==> src/rtl/rsc_pkg.sv <==
//------------------------------------------------------------------------------
// Purpose: shared constants and types of the reset and standby control block
// Assumes: registers sit on a 32-bit AXI4-Lite slave, one word per index
// Notes:   byte address of a register is four times its index
//------------------------------------------------------------------------------
package rsc_pkg;

   //---------------------------------------------------------------------------
   // register map
   //---------------------------------------------------------------------------
   localparam int RSC_ADDR_W = 18;
   localparam logic [15:0] RSC_IDX_CAUSE = 16'hF001;
   localparam logic [15:0] RSC_IDX_KEY = 16'hF008;
   localparam logic [15:0] RSC_IDX_SBY = 16'hF009;
   localparam logic [15:0] RSC_IDX_GSER = 16'hF02A;
   localparam logic [15:0] RSC_IDX_GCNV = 16'hF02C;
   localparam logic [15:0] RSC_IDX_GTMR = 16'hF02E;
   localparam logic [15:0] RSC_IDX_GPLS = 16'hF02F;

   //---------------------------------------------------------------------------
   // fields and values after reset
   //---------------------------------------------------------------------------
   localparam int RSC_BIT_POR = 0;
   localparam int RSC_BIT_WDT = 2;
   localparam int RSC_BIT_VLS = 5;
   localparam int RSC_BIT_HALT = 0;
   localparam int RSC_BIT_STOP = 1;
   localparam logic [7:0] RSC_CAUSE_RST = 8'h01;
   localparam logic [7:0] RSC_GATE_RST = 8'h00;
   localparam logic [3:0] RSC_KEY_FIRST = 4'h5;
   localparam logic [3:0] RSC_KEY_SECOND = 4'hA;
   localparam logic [1:0] RSC_BRK_HOLD = 2'h2;
   localparam logic [15:0] RSC_SP_VEC = 16'h0000;
   localparam logic [15:0] RSC_PC_VEC = 16'h0002;
   localparam logic [15:0] RSC_PC_VEC_BRK = 16'h0004;
   localparam logic [1:0] RSC_BRK_LVL_MAX = 2'h1;
   localparam logic [1:0] RSC_RESP_OKAY = 2'h0;
   localparam logic [1:0] RSC_RESP_DECERR = 2'h3;

   // index of each asynchronous reset source in the synchroniser vector
   localparam int RSC_SRC_VLS = 0;
   localparam int RSC_SRC_WDT = 1;
   localparam int RSC_SRC_POR = 2;
   localparam int RSC_SRC_PIN = 3;
   localparam int RSC_NSRC = 4;

   typedef enum logic [2:0] {
      RSC_ST_RESET = 3'h0,
      RSC_ST_VECTOR = 3'h1,
      RSC_ST_RUN = 3'h2,
      RSC_ST_HALT = 3'h3,
      RSC_ST_STOP = 3'h4
   } rsc_state_t;

   typedef struct packed {
      logic [7:0] pulse;
      logic [7:0] timers;
      logic [7:0] converter;
      logic [7:0] serial;
   } rsc_gate_t;

endpackage : rsc_pkg

==> src/rtl/rsc_top.sv <==
//------------------------------------------------------------------------------
// Purpose: system reset combiner, reset cause flags, run/HALT/STOP control,
//          stop unlock key and peripheral block gating
// Assumes: i_core_clk at 25 MHz; interrupt controller, CPU and break strobe on
//          the same clock; pin, power-on, watchdog and supervisor are async
// Notes:   registers over AXI4-Lite, one outstanding write and one read
//------------------------------------------------------------------------------

// How it works
// - any of pin, power-on, watchdog, supervisor or break enters system reset
// - break reset only resets the CPU; special function registers stay as they are
// - cause flags survive resets; each reset sets only its own flag
// - power-on detection sets cause bit 0
// - watchdog overflow reset sets cause bit 2
// - supervisor trip sets cause bit 5
// - external pin reset leaves every cause flag untouched
// - system reset overrides and aborts all activity, HALT and STOP included
// - non-break reset restores every register with a defined initial value except the cause flags
// - after reset stack pointer loads from program words 0000H-0001H
// - program counter from 0002H, or 0004H on break with level one or lower
// - stop request with acceptor enabled enters STOP and disables the acceptor
// - stop acceptor held disabled throughout system reset
// - pending enabled interrupt blocks acceptor enable and HALT/STOP entry
// - standby control bit 0 halt, bit 1 stop; both set is prohibited
// - enabled interrupt in STOP clears stop request and returns to run
// - watchdog interrupt or enabled interrupt ends HALT
// - wake with master enable clear resumes without vectoring
// - block gating holds a peripheral in reset with its clock off
// - disabled block ignores writes and reads initial values until re-enabled
module rsc_top (
   input wire logic i_core_clk,
   input wire logic i_rst,
   input wire logic i_reset_pin_n,
   input wire logic i_power_on_det,
   input wire logic i_watchdog_overflow,
   input wire logic i_supervisor_trip,
   input wire logic i_break_exec,
   input wire logic [1:0] i_exception_level,
   input wire logic i_irq_pending,
   input wire logic i_watchdog_irq,
   input wire logic i_master_irq_enable,
   input wire logic [rsc_pkg::RSC_ADDR_W-1:0] i_awaddr,
   input wire logic i_awvalid,
   output logic o_awready,
   input wire logic [31:0] i_wdata,
   input wire logic [3:0] i_wstrb,
   input wire logic i_wvalid,
   output logic o_wready,
   output logic [1:0] o_bresp,
   output logic o_bvalid,
   input wire logic i_bready,
   input wire logic [rsc_pkg::RSC_ADDR_W-1:0] i_araddr,
   input wire logic i_arvalid,
   output logic o_arready,
   output logic [31:0] o_rdata,
   output logic [1:0] o_rresp,
   output logic o_rvalid,
   input wire logic i_rready,
   output logic o_cpu_reset,
   output logic o_sfr_reset,
   output logic o_vector_load,
   output logic [15:0] o_sp_vector_addr,
   output logic [15:0] o_pc_vector_addr,
   output logic o_halt,
   output logic o_stop,
   output logic o_wake,
   output logic o_wake_take_irq,
   output rsc_pkg::rsc_gate_t o_block_disable
);

   //---------------------------------------------------------------------------
   // reset source synchronisers
   //---------------------------------------------------------------------------
   logic [rsc_pkg::RSC_NSRC-1:0] src_raw;
   logic [rsc_pkg::RSC_NSRC-1:0] src_meta_r;
   logic [rsc_pkg::RSC_NSRC-1:0] src_sync_r;
   logic src_any;

   assign src_raw[rsc_pkg::RSC_SRC_PIN] = ~i_reset_pin_n;
   assign src_raw[rsc_pkg::RSC_SRC_POR] = i_power_on_det;
   assign src_raw[rsc_pkg::RSC_SRC_WDT] = i_watchdog_overflow;
   assign src_raw[rsc_pkg::RSC_SRC_VLS] = i_supervisor_trip;

   for (genvar g = 0; g < rsc_pkg::RSC_NSRC; g++) begin : g_sync
      always_ff @(posedge i_core_clk) begin
         if (i_rst) begin
            src_meta_r[g] <= 1'b0;
            src_sync_r[g] <= 1'b0;
         end else begin
            src_meta_r[g] <= src_raw[g];
            src_sync_r[g] <= src_meta_r[g];
         end
      end
   end

   // reset lasts as long as any source stays asserted
   assign src_any = |src_sync_r;

   //---------------------------------------------------------------------------
   // bus slave
   //---------------------------------------------------------------------------
   logic aw_held_r;
   logic w_held_r;
   logic [15:0] wr_idx_r;
   logic [7:0] wr_byte_r;
   logic wr_lane_r;
   logic wr_fire;
   logic wr_hit;
   logic [15:0] rd_idx;
   logic [31:0] rd_data;
   logic rd_hit;

   assign wr_fire = aw_held_r && w_held_r && !o_bvalid;

   always_ff @(posedge i_core_clk) begin
      if (i_rst) begin
         aw_held_r <= 1'b0;
         o_awready <= 1'b1;
         wr_idx_r <= 16'h0000;
      end else if (o_awready && i_awvalid) begin
         aw_held_r <= 1'b1;
         o_awready <= 1'b0;
         wr_idx_r <= i_awaddr[rsc_pkg::RSC_ADDR_W-1:2];
      end else if (o_bvalid && i_bready) begin
         aw_held_r <= 1'b0;
         o_awready <= 1'b1;
      end
   end

   always_ff @(posedge i_core_clk) begin
      if (i_rst) begin
         w_held_r <= 1'b0;
         o_wready <= 1'b1;
         wr_byte_r <= 8'h00;
         wr_lane_r <= 1'b0;
      end else if (o_wready && i_wvalid) begin
         w_held_r <= 1'b1;
         o_wready <= 1'b0;
         wr_byte_r <= i_wdata[7:0];
         wr_lane_r <= i_wstrb[0];
      end else if (o_bvalid && i_bready) begin
         w_held_r <= 1'b0;
         o_wready <= 1'b1;
      end
   end

   always_comb begin
      unique case (wr_idx_r)
         rsc_pkg::RSC_IDX_CAUSE, rsc_pkg::RSC_IDX_KEY, rsc_pkg::RSC_IDX_SBY,
         rsc_pkg::RSC_IDX_GSER, rsc_pkg::RSC_IDX_GCNV, rsc_pkg::RSC_IDX_GTMR,
         rsc_pkg::RSC_IDX_GPLS: wr_hit = 1'b1;
         default: wr_hit = 1'b0;
      endcase
   end

   always_ff @(posedge i_core_clk) begin
      if (i_rst) begin
         o_bvalid <= 1'b0;
         o_bresp <= rsc_pkg::RSC_RESP_OKAY;
      end else if (wr_fire) begin
         o_bvalid <= 1'b1;
         o_bresp <= wr_hit ? rsc_pkg::RSC_RESP_OKAY : rsc_pkg::RSC_RESP_DECERR;
      end else if (o_bvalid && i_bready) begin
         o_bvalid <= 1'b0;
      end
   end

   logic cause_wr;
   logic key_wr;
   logic sby_wr;
   assign cause_wr = wr_fire && wr_lane_r && wr_idx_r == rsc_pkg::RSC_IDX_CAUSE;
   assign key_wr = wr_fire && wr_lane_r && wr_idx_r == rsc_pkg::RSC_IDX_KEY;
   assign sby_wr = wr_fire && wr_lane_r && wr_idx_r == rsc_pkg::RSC_IDX_SBY;

   //---------------------------------------------------------------------------
   // registers
   //---------------------------------------------------------------------------
   logic [7:0] cause_r;
   logic [7:0] cause_nxt;
   rsc_pkg::rsc_gate_t gate_nxt;

   // hardware set wins over a software clear in the same cycle
   always_comb begin
      cause_nxt = cause_wr ? wr_byte_r : cause_r;
      cause_nxt[rsc_pkg::RSC_BIT_POR] = cause_nxt[rsc_pkg::RSC_BIT_POR]
         | src_sync_r[rsc_pkg::RSC_SRC_POR];
      cause_nxt[rsc_pkg::RSC_BIT_WDT] = cause_nxt[rsc_pkg::RSC_BIT_WDT]
         | src_sync_r[rsc_pkg::RSC_SRC_WDT];
      cause_nxt[rsc_pkg::RSC_BIT_VLS] = cause_nxt[rsc_pkg::RSC_BIT_VLS]
         | src_sync_r[rsc_pkg::RSC_SRC_VLS];
   end

   // only the power-up reset seeds the flags; system resets never clear them
   always_ff @(posedge i_core_clk) begin
      if (i_rst) begin
         cause_r <= rsc_pkg::RSC_CAUSE_RST;
      end else begin
         cause_r <= cause_nxt;
      end
   end

   always_comb begin
      gate_nxt = o_block_disable;
      if (wr_fire && wr_lane_r) begin
         unique case (wr_idx_r)
            rsc_pkg::RSC_IDX_GSER: gate_nxt.serial = wr_byte_r;
            rsc_pkg::RSC_IDX_GCNV: gate_nxt.converter = wr_byte_r;
            rsc_pkg::RSC_IDX_GTMR: gate_nxt.timers = wr_byte_r;
            rsc_pkg::RSC_IDX_GPLS: gate_nxt.pulse = wr_byte_r;
            default: gate_nxt = o_block_disable;
         endcase
      end
   end

   // a set bit holds that peripheral in reset with its clock gated; clearing
   // it brings the block back at its initial values
   always_ff @(posedge i_core_clk) begin
      if (i_rst || src_any) begin
         o_block_disable <= {4{rsc_pkg::RSC_GATE_RST}};
      end else begin
         o_block_disable <= gate_nxt;
      end
   end

   assign rd_idx = i_araddr[rsc_pkg::RSC_ADDR_W-1:2];

   // write-only registers answer zero
   always_comb begin
      rd_data = 32'h0000_0000;
      rd_hit = 1'b1;
      unique case (rd_idx)
         rsc_pkg::RSC_IDX_CAUSE: rd_data = {24'h000000, cause_r};
         rsc_pkg::RSC_IDX_KEY: rd_data = 32'h0000_0000;
         rsc_pkg::RSC_IDX_SBY: rd_data = 32'h0000_0000;
         rsc_pkg::RSC_IDX_GSER: rd_data = {24'h000000, o_block_disable.serial};
         rsc_pkg::RSC_IDX_GCNV: rd_data = {24'h000000, o_block_disable.converter};
         rsc_pkg::RSC_IDX_GTMR: rd_data = {24'h000000, o_block_disable.timers};
         rsc_pkg::RSC_IDX_GPLS: rd_data = {24'h000000, o_block_disable.pulse};
         default: rd_hit = 1'b0;
      endcase
   end

   always_ff @(posedge i_core_clk) begin
      if (i_rst) begin
         o_arready <= 1'b1;
         o_rvalid <= 1'b0;
         o_rdata <= 32'h0000_0000;
         o_rresp <= rsc_pkg::RSC_RESP_OKAY;
      end else if (o_arready && i_arvalid) begin
         o_arready <= 1'b0;
         o_rvalid <= 1'b1;
         o_rdata <= rd_data;
         o_rresp <= rd_hit ? rsc_pkg::RSC_RESP_OKAY : rsc_pkg::RSC_RESP_DECERR;
      end else if (o_rvalid && i_rready) begin
         o_arready <= 1'b1;
         o_rvalid <= 1'b0;
      end
   end

   //---------------------------------------------------------------------------
   // operating state
   //---------------------------------------------------------------------------
   rsc_pkg::rsc_state_t state_r;
   rsc_pkg::rsc_state_t state_nxt;
   logic brk_take;
   logic brk_r;
   logic brk_low_r;
   logic [1:0] hold_cnt_r;
   logic acc_r;
   logic key_stage_r;
   logic sby_halt_req;
   logic sby_stop_req;

   assign brk_take = state_r == rsc_pkg::RSC_ST_RUN && i_break_exec && !src_any;
   // both request bits together is the prohibited code and is ignored
   assign sby_halt_req = sby_wr && wr_byte_r[rsc_pkg::RSC_BIT_HALT]
      && !wr_byte_r[rsc_pkg::RSC_BIT_STOP];
   assign sby_stop_req = sby_wr && wr_byte_r[rsc_pkg::RSC_BIT_STOP]
      && !wr_byte_r[rsc_pkg::RSC_BIT_HALT];

   always_comb begin
      state_nxt = state_r;
      unique case (state_r)
         rsc_pkg::RSC_ST_RESET: begin
            if (hold_cnt_r == 2'h0) begin
               state_nxt = rsc_pkg::RSC_ST_VECTOR;
            end
         end
         rsc_pkg::RSC_ST_VECTOR: state_nxt = rsc_pkg::RSC_ST_RUN;
         rsc_pkg::RSC_ST_RUN: begin
            if (brk_take) begin
               state_nxt = rsc_pkg::RSC_ST_RESET;
            end else if (sby_halt_req && !i_irq_pending) begin
               state_nxt = rsc_pkg::RSC_ST_HALT;
            end else if (sby_stop_req && acc_r && !i_irq_pending) begin
               state_nxt = rsc_pkg::RSC_ST_STOP;
            end
         end
         rsc_pkg::RSC_ST_HALT: begin
            if (i_irq_pending || i_watchdog_irq) begin
               state_nxt = rsc_pkg::RSC_ST_RUN;
            end
         end
         rsc_pkg::RSC_ST_STOP: begin
            if (i_irq_pending) begin
               state_nxt = rsc_pkg::RSC_ST_RUN;
            end
         end
         default: state_nxt = rsc_pkg::RSC_ST_RESET;
      endcase
      if (src_any) begin
         state_nxt = rsc_pkg::RSC_ST_RESET;
      end
   end

   always_ff @(posedge i_core_clk) begin
      if (i_rst) begin
         state_r <= rsc_pkg::RSC_ST_RESET;
      end else begin
         state_r <= state_nxt;
      end
   end

   // a break reset lasts a fixed number of cycles, just long enough for the core
   always_ff @(posedge i_core_clk) begin
      if (i_rst) begin
         hold_cnt_r <= 2'h0;
      end else if (brk_take) begin
         hold_cnt_r <= rsc_pkg::RSC_BRK_HOLD;
      end else if (hold_cnt_r != 2'h0) begin
         hold_cnt_r <= hold_cnt_r - 2'h1;
      end
   end

   always_ff @(posedge i_core_clk) begin
      if (i_rst || src_any) begin
         brk_r <= 1'b0;
         brk_low_r <= 1'b0;
      end else if (brk_take) begin
         brk_r <= 1'b1;
         brk_low_r <= i_exception_level <= rsc_pkg::RSC_BRK_LVL_MAX;
      end
   end

   //---------------------------------------------------------------------------
   // stop unlock key
   //---------------------------------------------------------------------------
   always_ff @(posedge i_core_clk) begin
      if (i_rst || state_nxt == rsc_pkg::RSC_ST_RESET) begin
         acc_r <= 1'b0;
         key_stage_r <= 1'b0;
      end else if (state_nxt == rsc_pkg::RSC_ST_STOP) begin
         acc_r <= 1'b0;
         key_stage_r <= 1'b0;
      end else if (key_wr) begin
         if (wr_byte_r[7:4] == rsc_pkg::RSC_KEY_FIRST) begin
            key_stage_r <= 1'b1;
         end else if (key_stage_r && wr_byte_r[7:4] == rsc_pkg::RSC_KEY_SECOND) begin
            key_stage_r <= 1'b0;
            acc_r <= !i_irq_pending;
         end else begin
            key_stage_r <= 1'b0;
         end
      end
   end

   //---------------------------------------------------------------------------
   // outputs to the core
   //---------------------------------------------------------------------------
   always_ff @(posedge i_core_clk) begin
      if (i_rst) begin
         o_cpu_reset <= 1'b1;
         o_sfr_reset <= 1'b1;
         o_vector_load <= 1'b0;
         o_sp_vector_addr <= rsc_pkg::RSC_SP_VEC;
         o_pc_vector_addr <= rsc_pkg::RSC_PC_VEC;
      end else begin
         o_cpu_reset <= state_nxt == rsc_pkg::RSC_ST_RESET;
         o_sfr_reset <= src_any;
         o_vector_load <= state_nxt == rsc_pkg::RSC_ST_VECTOR;
         o_sp_vector_addr <= rsc_pkg::RSC_SP_VEC;
         o_pc_vector_addr <= (brk_r && brk_low_r) ? rsc_pkg::RSC_PC_VEC_BRK
            : rsc_pkg::RSC_PC_VEC;
      end
   end

   logic leaving_standby;
   assign leaving_standby = (state_r == rsc_pkg::RSC_ST_HALT || state_r == rsc_pkg::RSC_ST_STOP)
      && state_nxt == rsc_pkg::RSC_ST_RUN;

   always_ff @(posedge i_core_clk) begin
      if (i_rst) begin
         o_halt <= 1'b0;
         o_stop <= 1'b0;
         o_wake <= 1'b0;
         o_wake_take_irq <= 1'b0;
      end else begin
         o_halt <= state_nxt == rsc_pkg::RSC_ST_HALT;
         o_stop <= state_nxt == rsc_pkg::RSC_ST_STOP;
         o_wake <= leaving_standby;
         o_wake_take_irq <= leaving_standby && i_master_irq_enable;
      end
   end
endmodule // rsc_top

==> config.mk <==
export PLATFORM = sky130hd
export DESIGN_NAME = rsc_top
export DESIGN_NICKNAME = d
export VERILOG_FILES = /design/src/rtl/rsc_pkg.sv /design/src/rtl/rsc_top.sv
export SDC_FILE = /design/constraint.sdc
export NUM_CORES = 1
export LEC_CHECK = 0
export BUFFER_PORTS_ARGS = -buffer_cell sky130_fd_sc_hd__buf_2
export CORE_MARGIN = 1
export CORE_UTILIZATION = 48
export DETAILED_ROUTE_END_ITERATION = 6
export MAX_ROUTING_LAYER = met4
export PLACE_DENSITY = 0.88
export SLEW_MARGIN = 5
export SYNTH_ARGS = -nofsm -noshare
export SYNTH_HDL_FRONTEND = slang
export SYNTH_SLANG_ARGS = --single-unit
==> constraint.sdc <==
create_clock -name i_core_clk -period 2.65 [get_ports i_core_clk]
set_clock_uncertainty 0.1 [all_clocks]
set_input_delay 0.6625 -clock i_core_clk [delete_from_list [all_inputs] [get_ports i_core_clk]]
set_output_delay 0.6625 -clock i_core_clk [all_outputs]
set_load 0.02 [all_outputs]
==> run metrics <==
share of cells above drive strength 1=23.3%; Util after Layout=56.6%; async set-or-reset flop fraction in the synthesized netlist=0%; setup slack, reg-to-reg=310 ps; largest net degree at the start of global routing=40; Reg2Reg Depth=5; total negative slack=0 ps; worst path required time=2810 ps; Max Fclk=427 MHz; normalized max-slew margin=59.5%; Crit. Startpoint=wr_idx_r[8]; Crit path arrival time=2500 ps; DRT antenna net count=0; mux share of post-synthesis cell area=6.86%; crit path max fanout=8; GPL Wtd Cong=0.838; post-synthesis xor/xnor area fraction=0%; Worst Setup EP=cause_r[2]; Worst Hold Depth=2; fin crit period=2340 ps; main flop type after synthesis=dfxtp_1; final hold vios=0; peak supply drop=0.297 mV; period utilisation layout=88.3%; worst skew pair latency=370 ps; critical path endpoint category=flip-flop; Synth area leader=dfxtp_1; clock-pin transition on the worst setup and hold timing paths=100 ps; RSZ-0062 raised after global routing=no; clock buffer count from CTS=9; Tightest Hold Check Type=in2reg; drt wl/cell=14.4 um; Seq/Total Area, Yosys=44.9%; antenna violations before repair=0; hold-fix buffers at CTS=0; Synth Register Bits=108; die width=102 um; vias per cell=5.22; setup bufs post-CTS=0; CTS max path bufs=2; number of flops mapped to enable cells by yosys=0; global-route wire length before repair=17,400 um; core area=9730 um^2; DRT Wirelength=11,400 um; Initial Utilization=49.5%; ant diodes=0; CTS tree=built; detailed placement HPWL=8370 um; vias in the first global route=3,654; final setup vio count=0; cts repair resizes=0; drt drc=0; Yosys cell types=53; DIE AREA=10,400 um^2; Post-Synth Adder-Cell Area=0.208%; Reg2Reg Launch Point=wr_idx_r[8]; vias=4,120; critical path class=reg2reg; htree depth=3; height of the chip=102 um; area fraction of the dominant cell type after synthesis=44.9%; synthesized area per cell=8.79 um^2; Synth Area in Simple Gates=23.8%; Slew @ Worst Pin=606 ps; Area growth, synth to finish=14.4%; 1st-iter DRT viols=200; worst hold start=i_reset_pin_n; Slew Viols, Final=0; CTS sink count=108; ranking of synthesized cells by area=dfxtp_1, buf_4, mux2i_1, nand2_1, nor2_1; max cap viols=0; largest family of logic cells by synthesized area=simple AND/OR/NAND/NOR gates; post-synthesis compound-gate area fraction=12.5%; status=complete, no violations; Rows=36; RR Endpoint=cause_r[2]; Power Dens Cells=582 nW/um^2; synthesized area=4820 um^2; Port Buffers=114; Setup crit start kind=flip-flop; Ports=201; CTS root buffer=clkbuf_8; Synth Instances=548; Ys Warns=0; nets@finish=741; drt pass-1 iters=5; leakage=0.00262 uW; remaining global-route overflow=0; GR Util All Layers=22.6%
-- logic make-up (layout without fill, tap and decap cells) --
logic type / count (synthesis) / in the layout
multiplexers: 33 / 33
adder cells (fa/ha/maj): 1 / 1
AND/OR/NAND/NOR: 223 / 223
other: 1 / 54
AO/OA/AOI/OAI: 90 / 90
buffers and inverters: 92 / 148
flip-flops: 108 / 108
-- cell type report --
| class | count | area, um^2 |
|---|---|---|
| repair buffers | 124 | 646 |
| well taps | 133 | 166 |
| multi-input cells | 401 | 2290 |
| clock buffers | 10 | 128 |
| flip-flops and latches | 108 | 2160 |
| inverters | 8 | 30.0 |
| clock inverters | 6 | 86.3 |
| fillers | 877 | 4220 |
-- placed cells by master (no fill, tap or decap), types with 3 or more instances in the layout --
cell / instances
dfxtp_1: 108
mux2i_1: 33
clkbuf_8: 9
o21bai_1: 4
a22o_1: 9
nand4_2: 3
nand2_1: 78
a21oi_1: 43
buf_2: 114
nand3_1: 12
a311oi_1: 8
nand2b_1: 6
nor2_1: 60
a211oi_1: 3
conb_1: 54
nor2b_1: 12
or4_1: 4
and2_1: 4
a31oi_1: 3
o21ai_0: 3
buf_4: 10
a21o_1: 3
a222oi_1: 8
nand3b_1: 3
inv_1: 8
nor3_1: 12
nor4_2: 3
-- power breakdown --
part | total [uW] | internal (uW) | switching [uW]
logic | 381 | 126 | 255
registers | 1740 | 1680 | 59.3
clock network | 1080 | 533 | 551
total | 3200 | 2340 | 865
-- through the flow --
stage	setup WS (ps)	hold slack (ps)	std cells	cell area, um^2	power, uW
final	309	337	790	5510	3200
after global placement	170	331	774	5300	2140
after floorplan	293	314	601	5010	2090
after global routing	80.2	327	790	5510	3340
after detailed placement	152	331	774	5300	2150
after CTS	316	318	790	5510	3220
-- worst min path at each step --
| stage | to | slack (ps) |
|---|---|---|
| final | src_meta_r[3] | 340 |
| after global routing | src_meta_r[3] | 330 |
| after CTS | src_meta_r[3] | 320 |
| after detailed placement | src_sync_r[1] | 330 |
| after global placement | hold_cnt_r[0] | 330 |
| after floorplan | src_sync_r[0] | 310 |
-- synthesized netlist by cell type (4+ instances only) --
master      n
a21oi_1    43
a222oi_1    8
a22o_1      9
a311oi_1    8
and2_1      4
buf_4      57
clkbuf_1   23
dfxtp_1   108
inv_1       8
mux2i_1    33
nand2_1    78
nand2b_1    6
nand3_1    12
nor2_1     60
nor2b_1    12
nor3_1     12
o21bai_1    4
or4_1       4
-- sequential cells by signal (all words and copies together) (netlist names), 2 cells and up --
signal and flops:
o_pc_vector_addr 2, state_r 3, src_meta_r 4, wr_byte_r 8, hold_cnt_r 2, src_sync_r 4, o_rdata 8, o_block_disable 32
cause_r 8, wr_idx_r 16
-- metal layers --
metal / vias up / track usage [%] / wire [um]
li1: 1995 / - / -
met1: 1927 / 25.1 / 4730
met2: 174 / 38.9 / 5750
met3: 24 / 4.31 / 624
met4: 0 / 10.8 / 284
met5: - / - / 0
-- worst max-delay path: stages (launching register included) --
cell	delay (ps)
dfxtp_1	320
or4_1	570
nor4_4	410
nand4b_1	480
nor3_1	270
nor3_1	70
Power figures use the tool's default switching activity.
